$ cat src/hw/blit_pkg.sv
// Constants, field layout and carrier types of the operand address generator
package blit_pkg;
    localparam int AW = 22;
    localparam logic [7:0] OFF_CTRL   = 8'h00;
    localparam logic [7:0] OFF_DEPTH  = 8'h04;
    localparam logic [7:0] OFF_FG     = 8'h08;
    localparam logic [7:0] OFF_BG     = 8'h0C;
    localparam logic [7:0] OFF_TRANS  = 8'h10;
    localparam logic [7:0] OFF_SBASE  = 8'h14;
    localparam logic [7:0] OFF_PBASE  = 8'h18;
    localparam logic [7:0] OFF_DBASE  = 8'h1C;
    localparam logic [7:0] OFF_PITCH  = 8'h20;
    localparam logic [7:0] OFF_SXY    = 8'h24;
    localparam logic [7:0] OFF_PXY    = 8'h28;
    localparam logic [7:0] OFF_DXY    = 8'h2C;
    localparam logic [7:0] OFF_HSRC   = 8'h30;
    localparam logic [7:0] OFF_GO     = 8'h34;
    localparam logic [7:0] OFF_APER   = 8'h38;
    localparam int CTRL_SEL   = 8;
    localparam int CTRL_DSTEN = 10;
    localparam int CTRL_PATEN = 11;
    localparam int CTRL_EXPND = 12;
    localparam int CTRL_TMODE = 13;
    localparam int CTRL_TINV  = 16;
    localparam int DEPTH_XDIR = 2;
    localparam int XY_Y       = 16;
    localparam int FB_ONSCR   = 23;
    localparam logic [31:0] RST_WORD = 32'h0000_0000;
    localparam logic [1:0] SRC_SELECT_A = 2'h0;
    localparam logic [1:0] SRC_SCREEN   = 2'h1;
    localparam logic [1:0] SRC_HOST     = 2'h2;
    localparam logic [2:0] TM_NONE    = 3'h0;
    localparam logic [2:0] TM_BITMAP  = 3'h1;
    localparam logic [2:0] TM_PATTERN = 3'h2;
    localparam logic [2:0] TM_SOURCE  = 3'h3;
    localparam logic [2:0] TM_DEST    = 3'h4;
    typedef enum logic [2:0] {
        ST_IDLE, ST_SRC, ST_PAT, ST_DST, ST_CALC, ST_WR
    } eng_state_t;
    typedef struct packed {
        logic          we;
        logic [AW-1:0] addr;
        logic [3:0]    be;
        logic [31:0]   data;
    } mem_req_t;
endpackage

$ cat src/hw/blit_operand_address_generator.sv
// Operand fetch, raster operation and X-Y address generation engine
//
// The register offsets and register access over APB were decided locally.
`timescale 1ns/1ps
module blit_operand_address_generator
    import blit_pkg::*;
(
    input  wire logic          i_clock,      // Core clock
    input  wire logic          i_reset,      // Sync reset, high
    input  wire logic          i_psel,       // APB select
    input  wire logic          i_penable,    // APB enable
    input  wire logic          i_pwrite,     // APB write
    input  wire logic [7:0]    i_paddr,      // APB byte address
    input  wire logic [31:0]   i_pwdata,     // APB write data
    output logic      [31:0]   o_prdata,     // APB read data
    output logic               o_pready,     // APB ready
    output logic               o_pslverr,    // APB error
    input  wire logic          i_fb_req,     // Host buffer request
    input  wire logic          i_fb_we,      // Host write
    input  wire logic          i_fb_legacy,  // Aperture access
    input  wire logic [23:0]   i_fb_addr,    // Host address
    input  wire logic [3:0]    i_fb_be,      // Host byte enables
    input  wire logic [31:0]   i_fb_wdata,   // Host write data
    output logic               o_fb_ack,     // Host done pulse
    output logic      [31:0]   o_fb_rdata,   // Host read data
    output logic               o_mem_req,    // DRAM request
    output mem_req_t           o_mem,        // DRAM command
    output logic               o_mem_onscr,  // Access on-screen
    input  wire logic          i_mem_ack,    // DRAM done
    input  wire logic [31:0]   i_mem_rdata   // DRAM read data
);
    logic [31:0]   ctrl_reg, depth_reg, fg_reg, bg_reg, trans_reg;
    logic [31:0]   sbase_reg, pbase_reg, dbase_reg, pitch_reg;
    logic [31:0]   sxy_reg, pxy_reg, dxy_reg, hsrc_reg;
    logic [7:0]    aper_reg;
    eng_state_t    state_reg;
    logic          own_host_reg;
    logic [31:0]   src_reg, pat_reg, dst_reg, res_reg;
    logic [3:0]    wmask_reg;
    logic          bit_reg;
    logic          apb_do, apb_wr, go;
    logic [31:0]   rd_next;
    logic          err_next;
    logic [1:0]    csel;
    logic [2:0]    tmode;
    logic          dst_en, pat_en, expand, busy;
    logic [1:0]    bpp_m1;
    logic [3:0]    pmask;
    logic [31:0]   bmask;
    logic [AW-1:0] op_addr;
    logic [AW-1:0] s_lin, p_lin, d_lin;
    logic [1:0]    s_lane, p_lane, d_lane;
    logic [31:0]   s_pix, r_pix;
    logic          t_skip;
    logic [3:0]    t_mask;
    logic          host_pend, eng_want, eng_ack;
    mem_req_t      eng_cmd, host_cmd;
    logic [23:0]   host_full;

    assign csel   = ctrl_reg[CTRL_SEL +: 2];
    assign tmode  = ctrl_reg[CTRL_TMODE +: 3];
    assign dst_en = ctrl_reg[CTRL_DSTEN];
    assign pat_en = ctrl_reg[CTRL_PATEN];
    assign expand = ctrl_reg[CTRL_EXPND];
    assign bpp_m1 = depth_reg[1:0];
    assign busy   = (state_reg != ST_IDLE);

    // Y times pitch by shifted adds; an invalid fourth code adds nothing
    function automatic logic [AW-1:0] y_pitch(input logic [11:0] y,
                                              input logic [11:0] pc);
        logic [AW-1:0] yw;
        logic [AW-1:0] s;
        yw = AW'(y);
        s  = '0;
        case (pc[2:0])
            3'h3: s = s + (yw << 7);
            3'h4: s = s + (yw << 8);
            3'h5: s = s + (yw << 9);
            3'h6: s = s + (yw << 10);
            3'h7: s = s + (yw << 11);
            default: s = s;
        endcase
        case (pc[5:3])
            3'h2: s = s + (yw << 6);
            3'h3: s = s + (yw << 7);
            3'h4: s = s + (yw << 8);
            3'h5: s = s + (yw << 9);
            3'h6: s = s + (yw << 10);
            default: s = s;
        endcase
        case (pc[8:6])
            3'h1: s = s + (yw << 5);
            3'h2: s = s + (yw << 6);
            3'h3: s = s + (yw << 7);
            3'h4: s = s + (yw << 8);
            3'h5: s = s + (yw << 9);
            default: s = s;
        endcase
        case (pc[11:9])
            3'h1: s = s + (yw << 10);
            3'h2: s = s + (yw << 11);
            3'h3: s = s + (yw << 12);
            default: s = s;
        endcase
        return s;
    endfunction

    // Byte address of the pixel's low byte; bases start at DRAM zero
    function automatic logic [AW-1:0] lin(input logic [31:0] base,
                                          input logic [31:0] xy,
                                          input logic        bitx,
                                          input logic        xneg,
                                          input logic [1:0]  bm1,
                                          input logic [11:0] pc);
        logic [AW-1:0] xb;
        xb = bitx ? AW'(xy[15:3]) : AW'(xy[15:0]);
        if (xneg && !bitx) begin
            xb = xb - AW'(bm1);
        end
        return base[AW-1:0] + y_pitch(xy[XY_Y +: 12], pc) + xb;
    endfunction

    assign pmask = 4'((5'h1 << (5'(bpp_m1) + 5'h1)) - 5'h1);
    assign bmask = {{8{pmask[3]}}, {8{pmask[2]}},
                    {8{pmask[1]}}, {8{pmask[0]}}};
    assign s_lin  = lin(sbase_reg, sxy_reg, expand, depth_reg[DEPTH_XDIR],
                        bpp_m1, pitch_reg[11:0]);
    assign p_lin  = lin(pbase_reg, pxy_reg, 1'b0, depth_reg[DEPTH_XDIR],
                        bpp_m1, pitch_reg[11:0]);
    assign d_lin  = lin(dbase_reg, dxy_reg, 1'b0, depth_reg[DEPTH_XDIR],
                        bpp_m1, pitch_reg[11:0]);
    assign s_lane = s_lin[1:0];
    assign p_lane = p_lin[1:0];
    assign d_lane = d_lin[1:0];

    always_comb begin
        case (state_reg)
            ST_SRC:  op_addr = s_lin;
            ST_PAT:  op_addr = p_lin;
            default: op_addr = d_lin;
        endcase
    end

    // Source operand: colors, host word or fetched screen data
    always_comb begin
        case (csel)
            SRC_SCREEN: s_pix = src_reg;
            SRC_HOST:   s_pix = hsrc_reg;
            default:    s_pix = fg_reg;
        endcase
        if (expand) begin
            s_pix = bit_reg ? fg_reg : bg_reg;
        end
    end

    always_comb begin
        for (int i = 0; i < 32; i++) begin
            r_pix[i] = ctrl_reg[{pat_reg[i], s_pix[i], dst_reg[i]}];
        end
    end

    // Transparency decisions folded into one byte mask
    always_comb begin
        t_skip = 1'b0;
        t_mask = pmask;
        case (tmode)
            TM_BITMAP:  t_skip = expand && !bit_reg;
            TM_SOURCE:  t_skip = (((s_pix ^ trans_reg) & bmask) == '0)
                                 ^ ctrl_reg[CTRL_TINV];
            TM_DEST:    t_skip = (((dst_reg ^ trans_reg) & bmask) == '0)
                                 ^ ctrl_reg[CTRL_TINV];
            TM_PATTERN: begin
                for (int b = 0; b < 4; b++) begin
                    if (pat_reg[b*8 +: 8] == 8'h00) begin
                        t_mask[b] = 1'b0;
                    end
                end
            end
            default: t_skip = 1'b0;
        endcase
        if (t_skip) begin
            t_mask = 4'h0;
        end
    end

    // APB slave: ready follows one cycle into the access phase
    assign apb_do = i_psel && i_penable && !o_pready;
    assign apb_wr = i_psel && i_penable && o_pready && i_pwrite;
    assign go     = apb_wr && (i_paddr == OFF_GO) && i_pwdata[0] && !busy;

    always_comb begin
        err_next = 1'b0;
        case (i_paddr)
            OFF_CTRL:  rd_next = ctrl_reg;
            OFF_DEPTH: rd_next = depth_reg;
            OFF_FG:    rd_next = fg_reg;
            OFF_BG:    rd_next = bg_reg;
            OFF_TRANS: rd_next = trans_reg;
            OFF_SBASE: rd_next = sbase_reg;
            OFF_PBASE: rd_next = pbase_reg;
            OFF_DBASE: rd_next = dbase_reg;
            OFF_PITCH: rd_next = pitch_reg;
            OFF_SXY:   rd_next = sxy_reg;
            OFF_PXY:   rd_next = pxy_reg;
            OFF_DXY:   rd_next = dxy_reg;
            OFF_HSRC:  rd_next = hsrc_reg;
            OFF_GO:    rd_next = {31'h0000_0000, busy};
            OFF_APER:  rd_next = {24'h00_0000, aper_reg};
            default: begin
                rd_next  = RST_WORD;
                err_next = 1'b1;
            end
        endcase
    end

    always_ff @(posedge i_clock) begin
        if (i_reset) begin
            o_pready  <= 1'b0;
            o_prdata  <= RST_WORD;
            o_pslverr <= 1'b0;
        end else begin
            o_pready  <= apb_do;
            o_pslverr <= apb_do && err_next;
            o_prdata  <= (apb_do && !i_pwrite) ? rd_next : RST_WORD;
        end
    end

    // Whole-word writes only; the bus carries no byte strobes
    always_ff @(posedge i_clock) begin
        if (i_reset) begin
            ctrl_reg  <= RST_WORD;
            depth_reg <= RST_WORD;
            fg_reg    <= RST_WORD;
            bg_reg    <= RST_WORD;
            trans_reg <= RST_WORD;
            sbase_reg <= RST_WORD;
            pbase_reg <= RST_WORD;
            dbase_reg <= RST_WORD;
            pitch_reg <= RST_WORD;
            sxy_reg   <= RST_WORD;
            pxy_reg   <= RST_WORD;
            dxy_reg   <= RST_WORD;
            hsrc_reg  <= RST_WORD;
            aper_reg  <= 8'h00;
        end else if (apb_wr) begin
            case (i_paddr)
                OFF_CTRL:  ctrl_reg  <= i_pwdata;
                OFF_DEPTH: depth_reg <= i_pwdata;
                OFF_FG:    fg_reg    <= i_pwdata;
                OFF_BG:    bg_reg    <= i_pwdata;
                OFF_TRANS: trans_reg <= i_pwdata;
                OFF_SBASE: sbase_reg <= i_pwdata;
                OFF_PBASE: pbase_reg <= i_pwdata;
                OFF_DBASE: dbase_reg <= i_pwdata;
                OFF_PITCH: pitch_reg <= i_pwdata;
                OFF_SXY:   sxy_reg   <= i_pwdata;
                OFF_PXY:   pxy_reg   <= i_pwdata;
                OFF_DXY:   dxy_reg   <= i_pwdata;
                OFF_HSRC:  hsrc_reg  <= i_pwdata;
                OFF_APER:  aper_reg  <= i_pwdata[7:0];
                default:   aper_reg  <= aper_reg;
            endcase
        end
    end

    // Host path: aperture picks a 64K page, bit 23 marks on-screen
    assign host_full = i_fb_legacy ? {aper_reg, i_fb_addr[15:0]}
                                   : i_fb_addr;
    assign host_cmd  = '{we: i_fb_we, addr: host_full[AW-1:0],
                         be: i_fb_be, data: i_fb_wdata};
    assign host_pend = i_fb_req && !o_fb_ack;
    assign eng_want  = (state_reg == ST_SRC) || (state_reg == ST_PAT) ||
                       (state_reg == ST_DST) || (state_reg == ST_WR);
    assign eng_ack   = o_mem_req && i_mem_ack && !own_host_reg;
    assign eng_cmd   = '{we: (state_reg == ST_WR),
                         addr: {op_addr[AW-1:2], 2'b00},
                         be: (state_reg == ST_WR) ?
                             4'(wmask_reg << d_lane) : 4'hF,
                         data: 32'(res_reg << {d_lane, 3'b000})};

    // Host wins an idle port so plain accesses proceed while busy
    always_ff @(posedge i_clock) begin
        if (i_reset) begin
            o_mem_req    <= 1'b0;
            own_host_reg <= 1'b0;
            o_mem        <= '0;
            o_mem_onscr  <= 1'b0;
        end else if (o_mem_req) begin
            if (i_mem_ack) begin
                o_mem_req <= 1'b0;
            end
        end else if (host_pend) begin
            o_mem_req    <= 1'b1;
            own_host_reg <= 1'b1;
            o_mem        <= host_cmd;
            o_mem_onscr  <= host_full[FB_ONSCR];
        end else if (eng_want) begin
            o_mem_req    <= 1'b1;
            own_host_reg <= 1'b0;
            o_mem        <= eng_cmd;
            o_mem_onscr  <= 1'b0;
        end
    end

    always_ff @(posedge i_clock) begin
        if (i_reset) begin
            o_fb_ack   <= 1'b0;
            o_fb_rdata <= RST_WORD;
        end else begin
            o_fb_ack <= o_mem_req && i_mem_ack && own_host_reg;
            if (o_mem_req && i_mem_ack && own_host_reg) begin
                o_fb_rdata <= i_mem_rdata;
            end
        end
    end

    // Engine sequence: fetch what is enabled, compute, write
    always_ff @(posedge i_clock) begin
        if (i_reset) begin
            state_reg <= ST_IDLE;
            src_reg   <= RST_WORD;
            pat_reg   <= RST_WORD;
            dst_reg   <= RST_WORD;
            res_reg   <= RST_WORD;
            wmask_reg <= 4'h0;
            bit_reg   <= 1'b0;
        end else begin
            case (state_reg)
                ST_IDLE: begin
                    if (go) begin
                        src_reg <= RST_WORD;
                        pat_reg <= RST_WORD;
                        dst_reg <= RST_WORD;
                        bit_reg <= hsrc_reg[sxy_reg[4:0]];
                        if (csel == SRC_SCREEN) begin
                            state_reg <= ST_SRC;
                        end else if (pat_en) begin
                            state_reg <= ST_PAT;
                        end else if (dst_en) begin
                            state_reg <= ST_DST;
                        end else begin
                            state_reg <= ST_CALC;
                        end
                    end
                end
                ST_SRC: begin
                    if (eng_ack) begin
                        src_reg <= (i_mem_rdata >> {s_lane, 3'b000})
                                   & bmask;
                        bit_reg <= i_mem_rdata[{s_lane, sxy_reg[2:0]}];
                        if (pat_en) begin
                            state_reg <= ST_PAT;
                        end else if (dst_en) begin
                            state_reg <= ST_DST;
                        end else begin
                            state_reg <= ST_CALC;
                        end
                    end
                end
                ST_PAT: begin
                    if (eng_ack) begin
                        pat_reg <= (i_mem_rdata >> {p_lane, 3'b000})
                                   & bmask;
                        state_reg <= dst_en ? ST_DST : ST_CALC;
                    end
                end
                ST_DST: begin
                    if (eng_ack) begin
                        dst_reg <= (i_mem_rdata >> {d_lane, 3'b000})
                                   & bmask;
                        state_reg <= ST_CALC;
                    end
                end
                ST_CALC: begin
                    res_reg   <= r_pix & bmask;
                    wmask_reg <= t_mask;
                    state_reg <= (t_mask == 4'h0) ? ST_IDLE : ST_WR;
                end
                ST_WR: begin
                    if (eng_ack) begin
                        state_reg <= ST_IDLE;
                    end
                end
                default: state_reg <= ST_IDLE;
            endcase
        end
    end
endmodule

$ cat config.mk
export PLATFORM = sky130hd
export DESIGN_NAME = blit_operand_address_generator
export DESIGN_NICKNAME = d
export VERILOG_FILES = /design/src/hw/blit_pkg.sv /design/src/hw/blit_operand_address_generator.sv
export SDC_FILE = /design/constraint.sdc
export NUM_CORES = 2
export LEC_CHECK = 0
export BUFFER_PORTS_ARGS = -buffer_cell sky130_fd_sc_hd__buf_2
export CAP_MARGIN = 0
export CORE_AREA = 2 2 350 352
export DETAILED_ROUTE_END_ITERATION = 16
export DIE_AREA = 0 0 352 354
export PLACE_DENSITY = 0.78
export SLEW_MARGIN = 15
export SYNTH_ARGS = -nofsm -noshare
export SYNTH_HDL_FRONTEND = slang
export SYNTH_SLANG_ARGS = --single-unit
$ cat constraint.sdc
create_clock -name i_clock -period 12.66 [get_ports i_clock]
set_clock_uncertainty 0.1 [all_clocks]
set_input_delay 1.266 -clock i_clock [delete_from_list [all_inputs] [get_ports i_clock]]
set_output_delay 1.266 -clock i_clock [all_outputs]
set_load 0.01 [all_outputs]
==> run metrics <==
outcome finished clean; CTS max path bufs 3; number of H-tree levels 3; synthesized instance count 7884; Final Wtd Congestion 1.04; Req. time, crit path 13.11 ns; Cell Pwr Density 73.2 mW/mm^2; minimum hold slack 0.352 ns; clock-pin slew on the worst setup and hold paths 0.06 ns; final total power 4.79 mW; Site Rows 128; final setup TNS 0 ns; number of clock buffers inserted by TritonCTS 71; Worst Tran Pin Value 1.29 ns; cell area reported after detailed placement 0.0629 mm^2; Crit. End Element flip-flop; peak fanout along the critical path 6; final-report setup violation count 0; hold violation count in the final report 0; Clock Sinks 689; most instantiated flip-flop cell in the synthesis netlist sky130_fd_sc_hd__dfxtp_1; sequential share of power 46.1%; count of non-filler cells in the finished layout 9534; largest net degree at the start of global routing 109; area enclosed by the die boundary 0.125 mm^2; sw power 1.20 mW; clock tree from TritonCTS done; peak per-stage delay on the critical path 0.84 ns; Initial Utilization 49.7%; most frequent standard cell in the layout excluding fill and tap cells sky130_fd_sc_hd__nand2_1; cell internal power dissipation 3.58 mW; Via Count 64600; wire length of the first global-routing pass 372000 um; Final Slew Violations 0; total I/O pin count 269; commonest non-fill, non-tap cells in the layout 1322 x sky130_fd_sc_hd__nand2_1, 958 x sky130_fd_sc_hd__a21oi_1, 684 x sky130_fd_sc_hd__dfxtp_1; Logic pwr share 6.6%; dpl ws 1.34 ns; Detail Placement HPWL 182000 um; Most flops, register o_mem; DR DRC count 0; fraction of power spent switching nets 25.1%; share of the cycle needed by the critical path after routing 92.7%; overall routed net length 251000 um; vertical die dimension 354 um; core region area 0.121 mm^2; number of iterations in the first detailed-routing pass 13; post-cts sizing count 0; fraction of synthesis flops using an asynchronous set or reset pin 0%; ratio of cells with drive above 1 in the final layout 10.8%; number of violations reported at the end of detailed-routing iteration 0 8889; register area share after synthesis 22.9%; share of the core filled with cells in the final layout 54.1%; number of antenna violations at the first check in global routing 11; Avg Inst Size Synth 7.62 um^2; vias in the first global route 60300; static leakage 26.2 nW; Clock Power Share 47.3%; clock period minus final worst setup slack 11.74 ns; Max stage delay cell, worst path sky130_fd_sc_hd__nor2b_1; overflow left after global routing 0; die span in x 352 um; kind of critical path reg2reg; Hold/Removal Path Class reg2reg; port buffer count 267; Routed WL per cell 26.4 um; clock network latency to the later pin of the worst-skew pair 0.65 ns; Arrival @ worst endpoint 12.19 ns; type of element launching the critical path flip-flop; maximum clock frequency 85.2 MHz; count of buffers added by post-CTS timing repair for setup 0; number of nets in the layout 8549; antenna viol nets, final 0; Yosys cell types 96; GRT Resource Usage Total 38.4%; synth-to-layout area growth 8.78%; hold-fix buffers at CTS 0; RSZ-0062 raised after global routing no; buffer cell driving the clock tree root sky130_fd_sc_hd__clkbuf_16; number of storage elements in the synthesis netlist 689; worst IR drop on VDD 0.119 mV; Mapped Area 0.0601 mm^2; max FFs per register 59; Design Area, Final 0.0654 mm^2; setup ws final 0.918 ns; number of enable flip-flop cells after synthesis 0; number of warnings issued by yosys 0; total nets after synthesis 8590; Slew Limit Headroom 13.9%; instance count after placement with tap cells included 9395; max-capacitance violation count 0; Avg Vias per Cell 6.78
[cell families after synthesis]
| family | count (synthesis) | synth area share, % |
|---|---|---|
| muxes | 340 | 7.66 |
| AOI/OAI and AO/OA | 2484 | 26.5 |
| DFF | 689 | 22.9 |
| and+or+nand+nor | 2551 | 18.7 |
| buffers and inverters | 834 | 5.23 |
| xor gates and xnor gates | 418 | 6.10 |
| adders and majority gates | 568 | 12.9 |
[worst max-delay path, delay by kind of cell (launching register included)]
kind                     cells  cell delay, ns
AND/OR/NAND/NOR             12            2.83
AO/OA/AOI/OAI               20            4.81
buffers and inverters        1            0.19
multiplexers                 1            0.12
adder cells (fa/ha/maj)      6            2.31
XOR/XNOR                     4            0.66
flip-flops                   1            0.62
[layout make-up]
type | count | area, um^2
antenna | 8 | 20.0
multi-input combinational | 6361 | 43400
timing repair buffer | 439 | 2640
tap | 1625 | 2030
fill | 11200 | 55500
clock inverter | 27 | 363
sequential | 689 | 13800
clock buffer | 104 | 2090
inverter | 281 | 1050
[cells in the mapped netlist (47+ instances only)]
cell | count | area, um^2
sky130_fd_sc_hd__clkbuf_1 | 507 | 1900
sky130_fd_sc_hd__mux2_2 | 108 | 1220
sky130_fd_sc_hd__nor2_1 | 488 | 1830
sky130_fd_sc_hd__xor2_1 | 175 | 1530
sky130_fd_sc_hd__a211oi_1 | 126 | 946
sky130_fd_sc_hd__nand3_1 | 133 | 666
sky130_fd_sc_hd__xnor2_1 | 242 | 2120
sky130_fd_sc_hd__o21a_1 | 54 | 405
sky130_fd_sc_hd__o22ai_1 | 70 | 438
sky130_fd_sc_hd__a31oi_1 | 73 | 457
sky130_fd_sc_hd__o211ai_1 | 56 | 420
sky130_fd_sc_hd__nand2_1 | 1329 | 4990
sky130_fd_sc_hd__a21oi_1 | 959 | 4800
sky130_fd_sc_hd__inv_1 | 279 | 1050
sky130_fd_sc_hd__o21ai_0 | 327 | 1640
sky130_fd_sc_hd__a21o_1 | 131 | 983
sky130_fd_sc_hd__mux4_2 | 85 | 1910
sky130_fd_sc_hd__a221oi_1 | 94 | 823
sky130_fd_sc_hd__nand2b_1 | 47 | 294
sky130_fd_sc_hd__dfxtp_1 | 689 | 13800
sky130_fd_sc_hd__mux2i_1 | 147 | 1470
sky130_fd_sc_hd__a22oi_1 | 189 | 1420
sky130_fd_sc_hd__nor3_1 | 198 | 991
sky130_fd_sc_hd__ha_1 | 478 | 5980
sky130_fd_sc_hd__fa_1 | 87 | 1740
sky130_fd_sc_hd__nor2b_1 | 102 | 638
sky130_fd_sc_hd__a22o_1 | 70 | 613
[power groups by stage]
stage / clock network [mW] / registers, mW / logic, mW
floorplan: 0 / 2.26 / 0.161
global placement: 0 / 2.26 / 0.297
detailed placement: 0 / 2.26 / 0.300
CTS: 2.25 / 2.21 / 0.301
global route: 2.34 / 2.21 / 0.326
finish: 2.27 / 2.21 / 0.315
[path summary, 6_finish.rpt]
check / startpoint / to / slack, ns / cells past startpoint
worst max register to register: pitch_reg[2] / o_mem[57] / 0.92 / 44
worst max-delay path: pitch_reg[2] / o_mem[57] / 0.92 / 44
worst min register to register: o_mem[34] / o_mem[34] / 0.35 / 2
worst min-delay path: o_mem[34] / o_mem[34] / 0.35 / 2
[per-layer routing]
layer / global-route usage, % / vias up / wire length (um)
li1: - / 28500 / -
met1: 48.1 / 30100 / 90700
met2: 57.1 / 4838 / 104000
met3: 9.95 / 1159 / 35300
met4: 27.6 / 8 / 21500
met5: 1.09 / - / 67
Note: power is estimated with default switching activity, not from simulation.
